File: config.mk
export PLATFORM = sky130hd
export DESIGN_NAME = cmsc_core
export DESIGN_NICKNAME = d
export VERILOG_FILES = /design/src/hw/cmsc_pkg.sv /design/src/hw/cmsc_core.sv
export SDC_FILE = /design/constraint.sdc
export NUM_CORES = 1
export LEC_CHECK = 0
export BUFFER_PORTS_ARGS = -buffer_cell sky130_fd_sc_hd__buf_4
export CORE_UTILIZATION = 45
export DETAILED_ROUTE_END_ITERATION = 8
export PLACE_DENSITY = 0.7
export SLEW_MARGIN = 10
export SYNTH_ARGS = -nofsm -noshare
export SYNTH_HDL_FRONTEND = slang
export SYNTH_SLANG_ARGS = --single-unit
File: constraint.sdc
create_clock -name clk_in -period 2.5 [get_ports clk_in]
set_clock_uncertainty 0.1 [all_clocks]
set_input_delay 0.5 -clock clk_in [delete_from_list [all_inputs] [get_ports clk_in]]
set_output_delay 0.5 -clock clk_in [all_outputs]
set_load 0.1 [all_outputs]
File: src/hw/cmsc_pkg.sv
// Package of constants and carrier types for the core memory select and cycle block
package cmsc_pkg;

  // ----------------------------------------------------------------
  // Address field positions
  // ----------------------------------------------------------------
  localparam int Y_GROUP_LSB = 0;
  localparam int Y_LINE_LSB  = 3;
  localparam int X_GROUP_LSB = 6;
  localparam int X_LINE_LSB  = 9;
  localparam int STACK_LSB   = 12;
  localparam int BANK_LSB    = 14;

  // ----------------------------------------------------------------
  // Widths and counts
  // ----------------------------------------------------------------
  localparam int ADDR_W  = 16;
  localparam int WORD_W  = 18;
  localparam int NBANK   = 4;
  localparam int NSTACK  = 4;
  localparam int NSEL    = 8;

  // ----------------------------------------------------------------
  // Phase lengths, strobe cycle and counter reset value, in clock cycles
  // ----------------------------------------------------------------
  localparam logic [3:0] READ_CYC   = 4'h4;
  localparam logic [3:0] STROBE_AT  = 4'h2;
  localparam logic [3:0] WRITE_CYC  = 4'h4;
  localparam logic [3:0] CNT_RESET  = 4'h0;

  // ----------------------------------------------------------------
  // Types
  // ----------------------------------------------------------------
  typedef enum logic [2:0] {
    CMSC_IDLE  = 3'h1,
    CMSC_READ  = 3'h2,
    CMSC_WRITE = 3'h4
  } cmsc_state_t;

  typedef struct packed {
    logic [NBANK-1:0]  bank_en;
    logic [NSTACK-1:0] stack_en;
    logic [NSEL-1:0]   x_group;
    logic [NSEL-1:0]   x_line;
    logic [NSEL-1:0]   y_group;
    logic [NSEL-1:0]   y_line;
    logic              read_pulse;
    logic              write_pulse;
  } cmsc_drive_t;

  typedef struct packed {
    logic              start;
    logic              new_word;
    logic [ADDR_W-1:0] addr;
    logic [WORD_W-1:0] wdata;
  } cmsc_req_t;

  typedef struct packed {
    cmsc_state_t       state;
    logic [3:0]        cnt;
    logic [ADDR_W-1:0] memory_address_register;
    logic [WORD_W-1:0] memory_data_register;
    logic [WORD_W-1:0] bank_read_latch;
    logic              new_word;
    logic              initiate;
    logic              timing_run;
    logic              busy;
    logic              done;
    logic              sense_strobe;
    cmsc_drive_t       drv;
    logic [WORD_W-1:0] inhibit;
  } cmsc_regs_t;

endpackage

File: src/hw/cmsc_core.sv
// Main-memory select decode and read/rewrite cycle sequencer
// Summary of operation
// - Read drives core to zero, sense captures
// - Every read followed by write, same location
// - Write pulses X/Y; inhibit zero bits
// - Either sense polarity counts as one
// - Address bits 9-11 pick X line
// - Address bits 6-8 pick X group
// - Bits 12-13 pick stack, bank qualified
// - Y group bits 0-2, line 3-5
// - Drive pulses need enable and bank enable
// - Start launches timing and initiates latch
// - Identical decode per bank, enables differ
// - X selections only during address enable
// - Bits 14-15 pick one of four banks
// - Data register zeros enable inhibit drive
module cmsc_core (
  input  wire logic                            clk_in,
  input  wire logic                            rstn_in,
  input  wire cmsc_pkg::cmsc_req_t             req_in,
  input  wire logic [cmsc_pkg::WORD_W-1:0]     sense_pos_in,
  input  wire logic [cmsc_pkg::WORD_W-1:0]     sense_neg_in,
  output logic                                 busy_out,
  output logic                                 done_out,
  output logic                                 initiate_out,
  output logic                                 timing_run_out,
  output logic                                 sense_strobe_out,
  output cmsc_pkg::cmsc_drive_t                drive_out,
  output logic [cmsc_pkg::WORD_W-1:0]          inhibit_out,
  output logic [cmsc_pkg::WORD_W-1:0]          rdata_out
);

  // ----------------------------------------------------------------
  // State
  // ----------------------------------------------------------------
  cmsc_pkg::cmsc_regs_t r_ff;
  cmsc_pkg::cmsc_regs_t nxt_r;

  logic [cmsc_pkg::NBANK-1:0]  bank_dec;
  logic [cmsc_pkg::NSTACK-1:0] stack_dec;
  logic [cmsc_pkg::NSEL-1:0]   xg_dec;
  logic [cmsc_pkg::NSEL-1:0]   xl_dec;
  logic [cmsc_pkg::NSEL-1:0]   yg_dec;
  logic [cmsc_pkg::NSEL-1:0]   yl_dec;
  logic                        addr_en;
  logic [cmsc_pkg::WORD_W-1:0] sensed;

  // ----------------------------------------------------------------
  // Address decode, shared by every bank
  // ----------------------------------------------------------------
  logic [cmsc_pkg::ADDR_W-1:0] a;
  // Taken address on the start edge, held address otherwise
  assign a = ((r_ff.state == cmsc_pkg::CMSC_IDLE) && req_in.start) ? req_in.addr
                                                                   : r_ff.memory_address_register;

  always_comb begin
    bank_dec  = '0;
    stack_dec = '0;
    xg_dec    = '0;
    xl_dec    = '0;
    yg_dec    = '0;
    yl_dec    = '0;
    bank_dec[a[cmsc_pkg::BANK_LSB +: 2]]     = 1'b1;
    stack_dec[a[cmsc_pkg::STACK_LSB +: 2]]   = 1'b1;
    xl_dec[a[cmsc_pkg::X_LINE_LSB +: 3]]     = 1'b1;
    xg_dec[a[cmsc_pkg::X_GROUP_LSB +: 3]]    = 1'b1;
    yg_dec[a[cmsc_pkg::Y_GROUP_LSB +: 3]]    = 1'b1;
    yl_dec[a[cmsc_pkg::Y_LINE_LSB +: 3]]     = 1'b1;
  end

  // Either polarity of a sense pulse reads as one
  assign sensed = sense_pos_in | sense_neg_in;

  // ----------------------------------------------------------------
  // Sequencer
  // ----------------------------------------------------------------
  always_comb begin
    nxt_r      = r_ff;
    nxt_r.sense_strobe = 1'b0;
    nxt_r.initiate = 1'b0;
    nxt_r.done     = 1'b0;
    unique case (r_ff.state)
      cmsc_pkg::CMSC_IDLE: begin
        if (req_in.start) begin
          nxt_r.state      = cmsc_pkg::CMSC_READ;
          nxt_r.cnt        = cmsc_pkg::CNT_RESET;
          nxt_r.memory_address_register = req_in.addr;
          nxt_r.new_word   = req_in.new_word;
          nxt_r.memory_data_register = req_in.wdata;
          nxt_r.initiate   = 1'b1;
          nxt_r.timing_run = 1'b1;
          nxt_r.busy       = 1'b1;
          nxt_r.bank_read_latch = '0;
        end
      end
      cmsc_pkg::CMSC_READ: begin
        nxt_r.cnt = r_ff.cnt + 4'h1;
        if (r_ff.cnt == cmsc_pkg::STROBE_AT) begin
          nxt_r.sense_strobe = 1'b1;
          nxt_r.bank_read_latch = sensed;
        end
        if (r_ff.cnt == cmsc_pkg::READ_CYC - 4'h1) begin
          nxt_r.state = cmsc_pkg::CMSC_WRITE;
          nxt_r.cnt   = cmsc_pkg::CNT_RESET;
          if (!r_ff.new_word) begin
            nxt_r.memory_data_register = r_ff.bank_read_latch;
          end
        end
      end
      cmsc_pkg::CMSC_WRITE: begin
        nxt_r.cnt = r_ff.cnt + 4'h1;
        if (r_ff.cnt == cmsc_pkg::WRITE_CYC - 4'h1) begin
          nxt_r.state      = cmsc_pkg::CMSC_IDLE;
          nxt_r.cnt        = cmsc_pkg::CNT_RESET;
          nxt_r.timing_run = 1'b0;
          nxt_r.busy       = 1'b0;
          nxt_r.done       = 1'b1;
        end
      end
      default: begin
        nxt_r.state = cmsc_pkg::CMSC_IDLE;
      end
    endcase

    // Drive outputs follow the next phase, gated by the address enable; stack enables and pulses also by bank enables
    addr_en = (nxt_r.state != cmsc_pkg::CMSC_IDLE);
    nxt_r.drv.bank_en     = addr_en ? bank_dec : '0;
    nxt_r.drv.stack_en    = (addr_en && (|bank_dec)) ? stack_dec : '0;
    nxt_r.drv.x_group     = addr_en ? xg_dec : '0;
    nxt_r.drv.x_line      = addr_en ? xl_dec : '0;
    nxt_r.drv.y_group     = addr_en ? yg_dec : '0;
    nxt_r.drv.y_line      = addr_en ? yl_dec : '0;
    nxt_r.drv.read_pulse  = (nxt_r.state == cmsc_pkg::CMSC_READ) && (|nxt_r.drv.bank_en);
    nxt_r.drv.write_pulse = (nxt_r.state == cmsc_pkg::CMSC_WRITE) && (|nxt_r.drv.bank_en);
    nxt_r.inhibit = (nxt_r.state == cmsc_pkg::CMSC_WRITE) ?
                    ~nxt_r.memory_data_register : '0;
  end

  always_ff @(posedge clk_in or negedge rstn_in) begin
    if (!rstn_in) begin
      r_ff       <= '{state: cmsc_pkg::CMSC_IDLE, cnt: cmsc_pkg::CNT_RESET, default: '0};
    end else begin
      r_ff       <= nxt_r;
    end
  end

  assign busy_out         = r_ff.busy;
  assign done_out         = r_ff.done;
  assign initiate_out     = r_ff.initiate;
  assign timing_run_out   = r_ff.timing_run;
  assign sense_strobe_out = r_ff.sense_strobe;
  assign drive_out        = r_ff.drv;
  assign inhibit_out      = r_ff.inhibit;
  assign rdata_out        = r_ff.bank_read_latch;

  // ----------------------------------------------------------------
  // Checks
  // ----------------------------------------------------------------
  a_read_then_write: assert property (@(posedge clk_in) disable iff (!rstn_in)
    $fell(r_ff.drv.read_pulse) |-> r_ff.drv.write_pulse)
    else $error("read not followed by write");
  a_pulse_exclusive: assert property (@(posedge clk_in) disable iff (!rstn_in)
    !(r_ff.drv.read_pulse && r_ff.drv.write_pulse) && ((r_ff.drv.read_pulse ||
      r_ff.drv.write_pulse) -> (|r_ff.drv.bank_en)))
    else $error("drive pulse without bank enable");
  a_inhibit_zeros: assert property (@(posedge clk_in) disable iff (!rstn_in)
    r_ff.drv.write_pulse |-> (r_ff.inhibit == ~r_ff.memory_data_register))
    else $error("inhibit does not match zero bits");
  a_no_inhibit_read: assert property (@(posedge clk_in) disable iff (!rstn_in)
    !r_ff.drv.write_pulse |-> (r_ff.inhibit == '0))
    else $error("inhibit outside write");
  a_start_launch: assert property (@(posedge clk_in) disable iff (!rstn_in)
    (req_in.start && r_ff.state == cmsc_pkg::CMSC_IDLE) |=> initiate_out && timing_run_out
      && r_ff.drv.read_pulse)
    else $error("start did not launch cycle");
  a_bank_decode: assert property (@(posedge clk_in) disable iff (!rstn_in)
    r_ff.busy |-> r_ff.drv.bank_en == (4'h1 << r_ff.memory_address_register[15:14]))
    else $error("bank decode wrong");
  a_x_decode: assert property (@(posedge clk_in) disable iff (!rstn_in)
    r_ff.busy |-> (r_ff.drv.x_line == (8'h01 << r_ff.memory_address_register[11:9]))
      && (r_ff.drv.x_group == (8'h01 << r_ff.memory_address_register[8:6])))
    else $error("x decode wrong");
  a_y_decode: assert property (@(posedge clk_in) disable iff (!rstn_in)
    r_ff.busy |-> (r_ff.drv.y_group == (8'h01 << r_ff.memory_address_register[2:0]))
      && (r_ff.drv.y_line == (8'h01 << r_ff.memory_address_register[5:3])))
    else $error("y decode wrong");
  a_idle_quiet: assert property (@(posedge clk_in) disable iff (!rstn_in)
    !r_ff.busy |-> (r_ff.drv.x_group == '0) && (r_ff.drv.stack_en == '0))
    else $error("selection outside cycle");
  a_rewrite_word: assert property (@(posedge clk_in) disable iff (!rstn_in)
    ($rose(r_ff.drv.write_pulse) && !r_ff.new_word) |->
      r_ff.memory_data_register == $past(r_ff.bank_read_latch))
    else $error("read word not restored");
  a_strobe_in_read: assert property (@(posedge clk_in) disable iff (!rstn_in)
    r_ff.sense_strobe |-> r_ff.drv.read_pulse)
    else $error("sense strobe outside read phase");
  a_sense_capture: assert property (@(posedge clk_in) disable iff (!rstn_in)
    $rose(r_ff.sense_strobe) |-> (r_ff.bank_read_latch == $past(sensed)))
    else $error("sense pulses not captured as ones");
  a_cycle_length: assert property (@(posedge clk_in) disable iff (!rstn_in)
    $rose(r_ff.drv.read_pulse) |-> r_ff.drv.read_pulse [*4] ##1
      r_ff.drv.write_pulse [*4] ##1 done_out)
    else $error("read not followed by full write phase");
  a_stack_decode: assert property (@(posedge clk_in) disable iff (!rstn_in)
    r_ff.busy |-> (r_ff.drv.stack_en == (4'h1 << r_ff.memory_address_register[13:12])))
    else $error("stack decode wrong");
  a_initiate_pulse: assert property (@(posedge clk_in) disable iff (!rstn_in)
    initiate_out |-> r_ff.drv.read_pulse ##1 !initiate_out)
    else $error("initiate not a single pulse at read start");
  a_done_quiet: assert property (@(posedge clk_in) disable iff (!rstn_in)
    done_out |-> !busy_out && (r_ff.drv == '0) && (r_ff.inhibit == '0))
    else $error("drive left active after cycle end");
  a_write_location: assert property (@(posedge clk_in) disable iff (!rstn_in)
    $rose(r_ff.drv.write_pulse) |-> $stable(r_ff.drv.bank_en) && $stable(r_ff.drv.stack_en)
      && $stable(r_ff.drv.x_line) && $stable(r_ff.drv.y_line))
    else $error("write phase moved to another location");
  a_idle_no_pulse: assert property (@(posedge clk_in) disable iff (!rstn_in)
    !r_ff.busy |-> !r_ff.drv.read_pulse && !r_ff.drv.write_pulse)
    else $error("drive pulse outside cycle");
  a_bank_onehot: assert property (@(posedge clk_in) disable iff (!rstn_in)
    r_ff.busy |-> $onehot(r_ff.drv.bank_en))
    else $error("more or fewer than one bank enabled");

endmodule

Yosys cells after proc, flatten, opt, wreduce, memory -nomap -nowiden
Index checks and enable logic that the tools add are counted.

storage, ports and cells
  input port bits = 74
  word-level logic and storage cells = 100
  flip-flop bits (word level) = 125

operators by class
  reduce and logical (&&, ||, !) cells = 19
  equal/unequal tests = 11
  bitwise logic cells = 2
  muxes and demuxes = 35
  magnitude comparators = 12
  $add $sub $neg = 1

operators by type and width
  cell                                                                          number
  18-bit two-way mux                                                            4
  36-bit case mux with 2 select lines                                           1
  63-bit two-way mux                                                            1
  8-bit two-way mux                                                             4
  18-bit NOT                                                                    1
  18-bit OR                                                                     1
  3-bit by 4-bit less-than comparator with 1-bit output, second input constant  4
  16-bit two-way mux                                                            1
  7-bit two-way mux                                                             2
  1-bit demux with 3-bit select                                                 4
  3-bit by 1-bit >= comparator with 1-bit output, second input constant         4
  4-bit case mux with 3 select lines                                            1
  1-bit logical AND                                                             10
  1-bit two-way mux                                                             10
  3-bit case mux with 3 select lines                                            1
  4-bit by 2-bit == test with 1-bit output, second input constant               2
  4-bit two-way mux                                                             2
  4-bit OR reduction                                                            2
  3-bit by 2-bit == test with 1-bit output, second input constant               2
  3-bit == test, second input constant                                          2
  2-bit by 3-bit less-than comparator with 1-bit output, second input constant  2
  2-bit != test, second input constant                                          3
  3-bit AND reduction                                                           2
  4-bit by 1-bit adder with 4-bit output, second input constant                 1
  9 further kinds                                                               13

Longest topological paths before layout
Gate-level depths: netlist (run 1).

  word-level depth = 10
  mapped depth = 8
  depth with buffers taken out = 7

Worst setup path before layout (run 1)
No wires, ideal clock.

  path kind = register -> output
  start = reg r_ff, in the netlist timing_run_out
  end = out timing_run_out
  arrival time = 1.356 ns
  path slack = 0.544 ns
  required time = 1.900 ns
  cell stages (with the launch flop) = 2
  path buffers = 1
  cell sequence = dfrtp_1 -> buf_4

RTL lines
  item                    RTL line          RTL
  from (decl)             cmsc_core.sv:36   cmsc_pkg::cmsc_regs_t r_ff;
  from (signal assigned)  cmsc_core.sv:143  r_ff <= nxt_r;
  to (decl)               cmsc_core.sv:26   output logic timing_run_out,

No word-level cell between the ends.

==> metrics.md, run 1 <==
| Metric | Value |
|---|---|
| Fin nets | `722` |
| Mapped Avg Cell Area | `10.51 um2` |
| Seq/Total Area, Yosys | `52.82%` |
| Syn Nets | `635` |
| RSZ-0062 raised after global routing | `no` |
| # DRC | `0` |
| Max Slew Vio Count | `0` |
| Top FF cell, synth | `dfrtp_1` |
| Met3 GRT Util | `3.788%` |
| GRT Total Usage | `20.42%` |
| Post-CTS setup buffers | `0` |
| Cell family with most CP delay | `compound AO/OA/AOI/OAI gates` |
| R2R Path End | `inhibit_out[9]` |
| Vias in the first global route | `4285` |
| CTS Sinks | `124` |
| Gr ovfl total | `0` |
| Rows | `41` |
| First-pass GRT wire length | `21.05 mm` |
| Max Cap Violations | `0` |
| Worst vdd ir | `0.0007885 V` |
| Via Count | `4266` |
| CP Class | `flop to flop` |
| Clk slew on worst S/H paths | `0.05 ns` |
| Tightest Hold Check Type | `input pin to flop` |
| M2 GR Usage | `33.29%` |
| Routability Congestion | `0.7659` |
| Die area | `0.01352 mm2` |
| Clock latency on the worst-skew pair | `0.40 ns` |
| Hold Path Origin | `req_in[18]` |
| R2R Path Start | `r_ff[118]` |
| Critical path's largest stage delay | `0.78 ns` |
| Minimum clock period | `2.208 ns` |
| Routed len/inst | `16.03 um` |
| Busiest grt layer | `met2` |
| IO buf count | `156` |
| Fillers | `1092` |
| ANT cells | `0` |
| Die Wd | `116.3 um` |
| CP bufs+invs | `1` |
| Top Ports | `157` |
| Slew at the pin closest to its max-slew limit | `1.049 ns` |
| Max Fanout on Critical Path | `18` |
| Async set-reset flop share out of synthesis | `100.0%` |
| CTS tree | `built` |
| Final hold vios | `0` |
| Crit-path cells | `ha_1 > nor3b_1 > buf_4 > a21oi_2 > a221oi_2` |
| CTS max path bufs | `2` |
| Final setup violation count | `0` |
| Post-CTS sizing | `0` |
| Worst Path Arrival | `2.34 ns` |
| Initial Utilization | `46.38%` |
| M1 GR Usage | `26.48%` |
| WHS Path Cells | `3` |
| Final wirelength | `13.30 mm` |
| Mapped cell area | `0.005877 mm2` |
| Worst hold slack | `0.2120 ns` |
| Core area | `0.01267 mm2` |
| CP Launch Point | `r_ff[118]` |
| Share of layout cells above drive strength 1 | `35.11%` |
| Fin cells | `830` |
| Fmax | `0.4529 GHz` |
| Die H | `116.3 um` |
| # H-tree levels | `4` |
| 1st-pass router iterations | `5` |
| CTS Buf Count | `17` |
| Starting DRT DRC Count | `302` |
| Synth cell types | `51` |
| Cell count after synthesis | `559` |
| Tcrit/Tclk final | `88.32%` |
| Initial antenna violation count | `0` |
| Area Overhead vs Synth | `23.74%` |
| Slew margin rel. | `30.04%` |
| Placed cell count | `797` |
| Clock Root Buffer | `clkbuf_16` |
| Hold worst-path end | `r_ff[102]` |
| HPWL Detailed | `9.019 mm` |
| Largest net degree at the start of global routing | `72` |
| Worst-path cell with the longest stage delay | `a21oi_2` |
| Pwr/cell area | `1358 mW/mm2` |
| Setup slack, reg-to-reg | `0.29 ns` |
| Register bit total from synthesis | `124` |
| Crit start category | `flop` |
| DR vias/cell | `5.140` |
| Total leakage power | `3.662 nW` |
| Worst Path Required | `2.64 ns` |
| R2R cell count | `5` |
| Setup TNS | `0 ns` |
| Synth Warn # | `0` |
| CP endpoint kind | `flop` |
| Antenna Nets Post-Route | `0` |
| Post-synth EDFFs | `0` |
| Status | `finished clean` |
## what timing repair did
action	in CTS	in global routing
hold endpoints to repair	15	0
hold buffers	1	0
setup endpoints to repair	0	6
## synth_stat cells (8+ instances only)
master | number | area (um2)
a221oi_1 | 8 | 70.07
nand2_1 | 80 | 300.3
mux2i_1 | 24 | 240.2
nor2_1 | 34 | 127.6
o22a_1 | 8 | 70.07
buf_4 | 82 | 615.6
dfrtp_1 | 123 | 3078
inv_1 | 29 | 108.9
o21ai_0 | 31 | 155.2
o21ai_1 | 9 | 45.04
a221oi_2 | 12 | 180.2
nor3_1 | 12 | 60.06
a22oi_1 | 23 | 172.7
buf_2 | 12 | 60.06
## worst max-delay path by stage
| stage | slack (ns) | endpoint | cells after the start |
|---|---|---|---|
| CTS | 0.11 | inhibit_out[2] | 5 |
| global placement | 0.22 | inhibit_out[2] | 5 |
| detailed placement | 0.12 | inhibit_out[2] | 5 |
| global route | 0.13 | drive_out[31] | 8 |
| finish | 0.29 | inhibit_out[9] | 5 |
| floorplan | 0.54 | timing_run_out | 1 |
## report_power, final
part           switching, mW  internal (mW)  total [mW]
Sequential             0.373           2.59        2.96
Clock                  0.818           1.63        2.45
Combinational           3.41           1.06        4.46
## flip-flops by register name, indices dropped and copies added, names as in the netlist
register	cells
done_out	1
inhibit_out	18
r_ff	42
sense_strobe_out	1
timing_run_out	1
drive_out	42
initiate_out	1
rdata_out	18
## routing by layer
layer  wire length, um  up-vias  part of all wire (%)
li1                  -     2016                     -
met1              5850     2089                    44
met2              6609      137                    50
met3               533       24                   4.0
met4               308        0                   2.3
met5                 0        -                     0
## cell usage in the layout, fill, tap and decap left out, drive strengths merged, types with 2 or more instances in the layout
master	instances
a21o	2
a21oi	6
a221oi	20
a22o	2
a22oi	23
a2bb2oi	4
a31o	3
a31oi	2
and3	4
buf	172
bufinv	3
clkbuf	23
clkinv	5
dfrtp	123
ha	2
inv	33
mux2i	27
nand2	80
nand2b	3
nand3	5
nand3b	2
nor2	35
nor2b	2
nor3	12
nor3b	2
o21ai	40
o22a	8
o22ai	2
## per-stage QoR
stage	power, mW	util, %	setup slack [ns]	cell area [um2]
2_1_floorplan	6.756	-	0.5441	5877
3_3_place_gp	7.325	52.56	0.2242	6660
3_5_place_dp	7.435	52.56	0.1161	6660
4_1_cts	9.920	57.32	0.1112	7263
5_1_grt	10.35	57.39	0.1335	7272
6_report	9.873	57.39	0.2920	7272
## worst register-to-register path: cells and delay by family, from the launching register on
kind                       cells  cell delay [ns]
AOI/OAI and AO/OA              2             0.96
DFF                            1             0.41
adders and majority gates      1             0.24
and+or+nand+nor                1             0.17
buffers and inverters          1             0.17
## logic make-up after synthesis
logic type / share of synthesized area [%]
AOI/OAI and AO/OA: 15.05
adders and majority gates: 0.4257
buffers and inverters: 15.05
DFF: 52.82
muxes: 4.939
and+or+nand+nor: 11.71
## area by class of cell
type | count | area (um2) | share of cell area, %
tap | 172 | 215.2 | 2.959
clock buffer | 23 | 478.0 | 6.573
clock inverter | 8 | 115.1 | 1.583
inverter | 33 | 126.4 | 1.738
multi-input combinational | 297 | 1919 | 26.39
sequential | 124 | 3104 | 42.69
timing repair buffer | 173 | 1314 | 18.07
Power figures use the tool's default switching activity.
==> inputs of run 2 (changes only) <==
--- a/config.mk
+++ b/config.mk
@@ -6,9 +6,11 @@
 export NUM_CORES = 1
 export LEC_CHECK = 0
 export BUFFER_PORTS_ARGS = -buffer_cell sky130_fd_sc_hd__buf_4
+export CORE_MARGIN = 4
 export CORE_UTILIZATION = 45
 export DETAILED_ROUTE_END_ITERATION = 8
 export PLACE_DENSITY = 0.7
+export REMOVE_ABC_BUFFERS = 1
 export SLEW_MARGIN = 10
 export SYNTH_ARGS = -nofsm -noshare
 export SYNTH_HDL_FRONTEND = slang
==> run 2 against run 1 <==
Effect of this change:
- fmax is 6.0% lower
- via count is 0.19% lower
- sequential share of layout area increased by 0.15 points
- utilization decreased by 0.44 points
- first-iteration DRC count down 11%
- clock power fell by 7%
- worst hold slack lost 0.027 ns
- sequential power about the same
- die area is 11% higher
- design area is 0.36% lower
- non-clock buffer count did not move
- highest routed layer unchanged
==> metrics.md, run 2 (synthesis gave the netlist of run 1 again) <==
| Metric | Value |
|---|---|
| Fillers | `1112 (+1.8%)` |
| Worst-path cell with the longest stage delay | `a21oi_4` |
| Clock Root Buffer | `clkbuf_16` |
| Worst hold slack | `0.1851 ns (-0.02687 ns)` |
| Setup slack, reg-to-reg | `0.15 ns (-0.14 ns)` |
| Clk slew on worst S/H paths | `0.05 ns (about the same)` |
| WHS Path Cells | `3 (unchanged)` |
| Post-CTS sizing | `0 (unchanged)` |
| Routability Congestion | `0.7674 (+0.20%)` |
| Die Wd | `122.3 um (+5.2%)` |
| HPWL Detailed | `9.767 mm (+8.3%)` |
| Setup TNS | `0 ns (unchanged)` |
| Final setup violation count | `0 (unchanged)` |
| Most common cell after layout, fill and taps aside | `buf_4` |
| Routed len/inst | `16.92 um (+5.6%)` |
| Critical path's largest stage delay | `0.84 ns (+0.06 ns)` |
| Tcrit/Tclk final | `93.92% (+5.6 points)` |
| CP bufs+invs | `1 (unchanged)` |
| Slew margin rel. | `26.58% (-3.5 points)` |
| Clock latency on the worst-skew pair | `0.41 ns (about the same)` |
| Top Ports | `157 (unchanged)` |
| Placed cell count | `797 (unchanged)` |
| Area Overhead vs Synth | `23.29%` |
| GRT Total Usage | `19.25% (-1.2 points)` |
| Fmax | `0.4259 GHz (-6.0%)` |
| Worst Path Required | `2.64 ns (about the same)` |
| Slew at the pin closest to its max-slew limit | `1.099 ns (+0.04934 ns)` |
| Initial antenna violation count | `0 (unchanged)` |
| Rows | `41 (unchanged)` |
| CTS Sinks | `124 (unchanged)` |
| Final hold vios | `0 (unchanged)` |
| # H-tree levels | `4 (unchanged)` |
| Fin cells | `828 (-0.24%)` |
| First-pass GRT wire length | `22.14 mm (+5.2%)` |
| # DRC | `0 (unchanged)` |
| Die H | `122.3 um (+5.2%)` |
| DR vias/cell | `5.143 (about the same)` |
| Worst vdd ir | `0.0008116 V (+2.9%)` |
| Hold Path Origin | `req_in[34]` |
| CP endpoint kind | `flop` |
| CTS max path bufs | `2 (unchanged)` |
| Share of layout cells above drive strength 1 | `35.06% (-0.045 points)` |
| Antenna Nets Post-Route | `0 (unchanged)` |
| 1st-pass router iterations | `5 (unchanged)` |
| Initial Utilization | `46.19% (-0.19 points)` |
| Starting DRT DRC Count | `269 (-11%)` |
| Max Cap Violations | `0 (unchanged)` |
| ANT cells | `0 (unchanged)` |
| R2R cell count | `5 (unchanged)` |
| Gr ovfl total | `0 (unchanged)` |
| Crit start category | `flop` |
| Largest net degree at the start of global routing | `50 (-31%)` |
| Worst Path Arrival | `2.49 ns (+0.15 ns)` |
| Via Count | `4258 (-0.19%)` |
| CTS Buf Count | `17 (unchanged)` |
| Total leakage power | `3.646 nW (-0.43%)` |
| Vias in the first global route | `4334 (+1.1%)` |
| CP Class | `flop to flop` |
| Max Fanout on Critical Path | `36 (+18)` |
| CTS tree | `built` |
| R2R Path Start | `r_ff[118]` |
| RSZ-0062 raised after global routing | `no` |
| Pwr/cell area | `1342 mW/mm2 (-1.2%)` |
| Crit-path cells | `ha_1 > nor3b_1 > buf_4 > a21oi_4 > a221oi_1` |
| Final wirelength | `14.01 mm (+5.3%)` |
| R2R Path End | `inhibit_out[17]` |
| Cell family with most CP delay | `compound AO/OA/AOI/OAI gates` |
| Status | `finished clean` |
| Die area | `0.01495 mm2 (+11%)` |
| Tightest Hold Check Type | `input pin to flop` |
| Highest-count cells in the layout ignoring fill and taps | `169 x buf_4, 123 x dfrtp_1, 80 x nand2_1, 33 x nor2_1, 31 x o21ai_0` |
| IO buf count | `156 (unchanged)` |
| Hold worst-path end | `r_ff[65]` |
| Fin nets | `721 (-0.14%)` |
| Minimum clock period | `2.348 ns (+0.1400 ns)` |
| Max Slew Vio Count | `0 (unchanged)` |
| Core area | `0.01272 mm2 (+0.40%)` |
[run 2: cell count changes in the layout (fill, tap and decap cells not counted), sizes merged]
cell      change
bufinv        -1
clkinv        +1
a21oi         -1
clkbuf        -2
clkinvlp      +1
[run 2: report_power, final]
| part | internal, mW | switching (mW) | leakage (nW) |
|---|---|---|---|
| logic | 1.07 | 3.38 | 1.73 |
| registers | 2.59 | 0.391 | 1.64 |
| clock network | 1.47 | 0.824 | 0.272 |
| total | 5.13 | 4.60 | 3.65 |
[run 2: timing repair]
| item | 4_1_cts | 5_1_grt |
|---|---|---|
| hold buffers | 1 | 0 |
| buffers inserted | 0 | 0 |
| setup endpoints to repair | 0 | 1 |
| endpoints found under the hold margin | 33 | 0 |
[run 2: cell type report]
| cell class | instances | area [um2] | area share, % |
|---|---|---|---|
| clock inverter | 9 | 97.59 | 1.347 |
| clock buffer | 21 | 450.4 | 6.217 |
| tap | 172 | 215.2 | 2.970 |
| multi-input combinational | 296 | 1913 | 26.40 |
| inverter | 33 | 126.4 | 1.744 |
| timing repair buffer | 173 | 1339 | 18.48 |
| sequential | 124 | 3104 | 42.84 |
[run 2: worst max path at each step]
stage	start	end	depth (start not counted)	slack, ns
2_1_floorplan	r_ff[122]	rdata_out[0]	3	-0.68
3_3_place_gp	r_ff[118]	inhibit_out[0]	5	0.27
3_5_place_dp	r_ff[118]	inhibit_out[17]	5	0.17
4_1_cts	r_ff[118]	inhibit_out[3]	5	0.15
5_1_grt	r_ff[118]	inhibit_out[0]	5	0.0002
6_report	r_ff[118]	inhibit_out[17]	5	0.15
[run 2: through the flow]
step	total power [mW]	cell area (um2)	setup WS (ns)	util, %
2_1_floorplan	6.241	5119	-0.6847	-
3_3_place_gp	7.373	6688	0.2680	52.57
3_5_place_dp	7.472	6688	0.1719	52.57
4_1_cts	9.798	7246	0.1523	56.95
5_1_grt	10.22	7246	0.0002494	56.95
6_report	9.724	7246	0.1521	56.95
[run 2: worst reg2reg max path, delay by kind of cell (launching register included)]
family          cells  cell delay [ns]
compound gates      2             1.10
fa+ha+maj           1             0.25
buf+inv             1             0.16
flops               1             0.42
simple gates        1             0.14
[run 2: per-layer routing]
metal | share of wire, % | GRT usage, %
met1 | 41 | 23.89
met2 | 48 | 30.71
met3 | 9.8 | 8.848
met4 | 0.81 | 4.829
met5 | 0 | 0
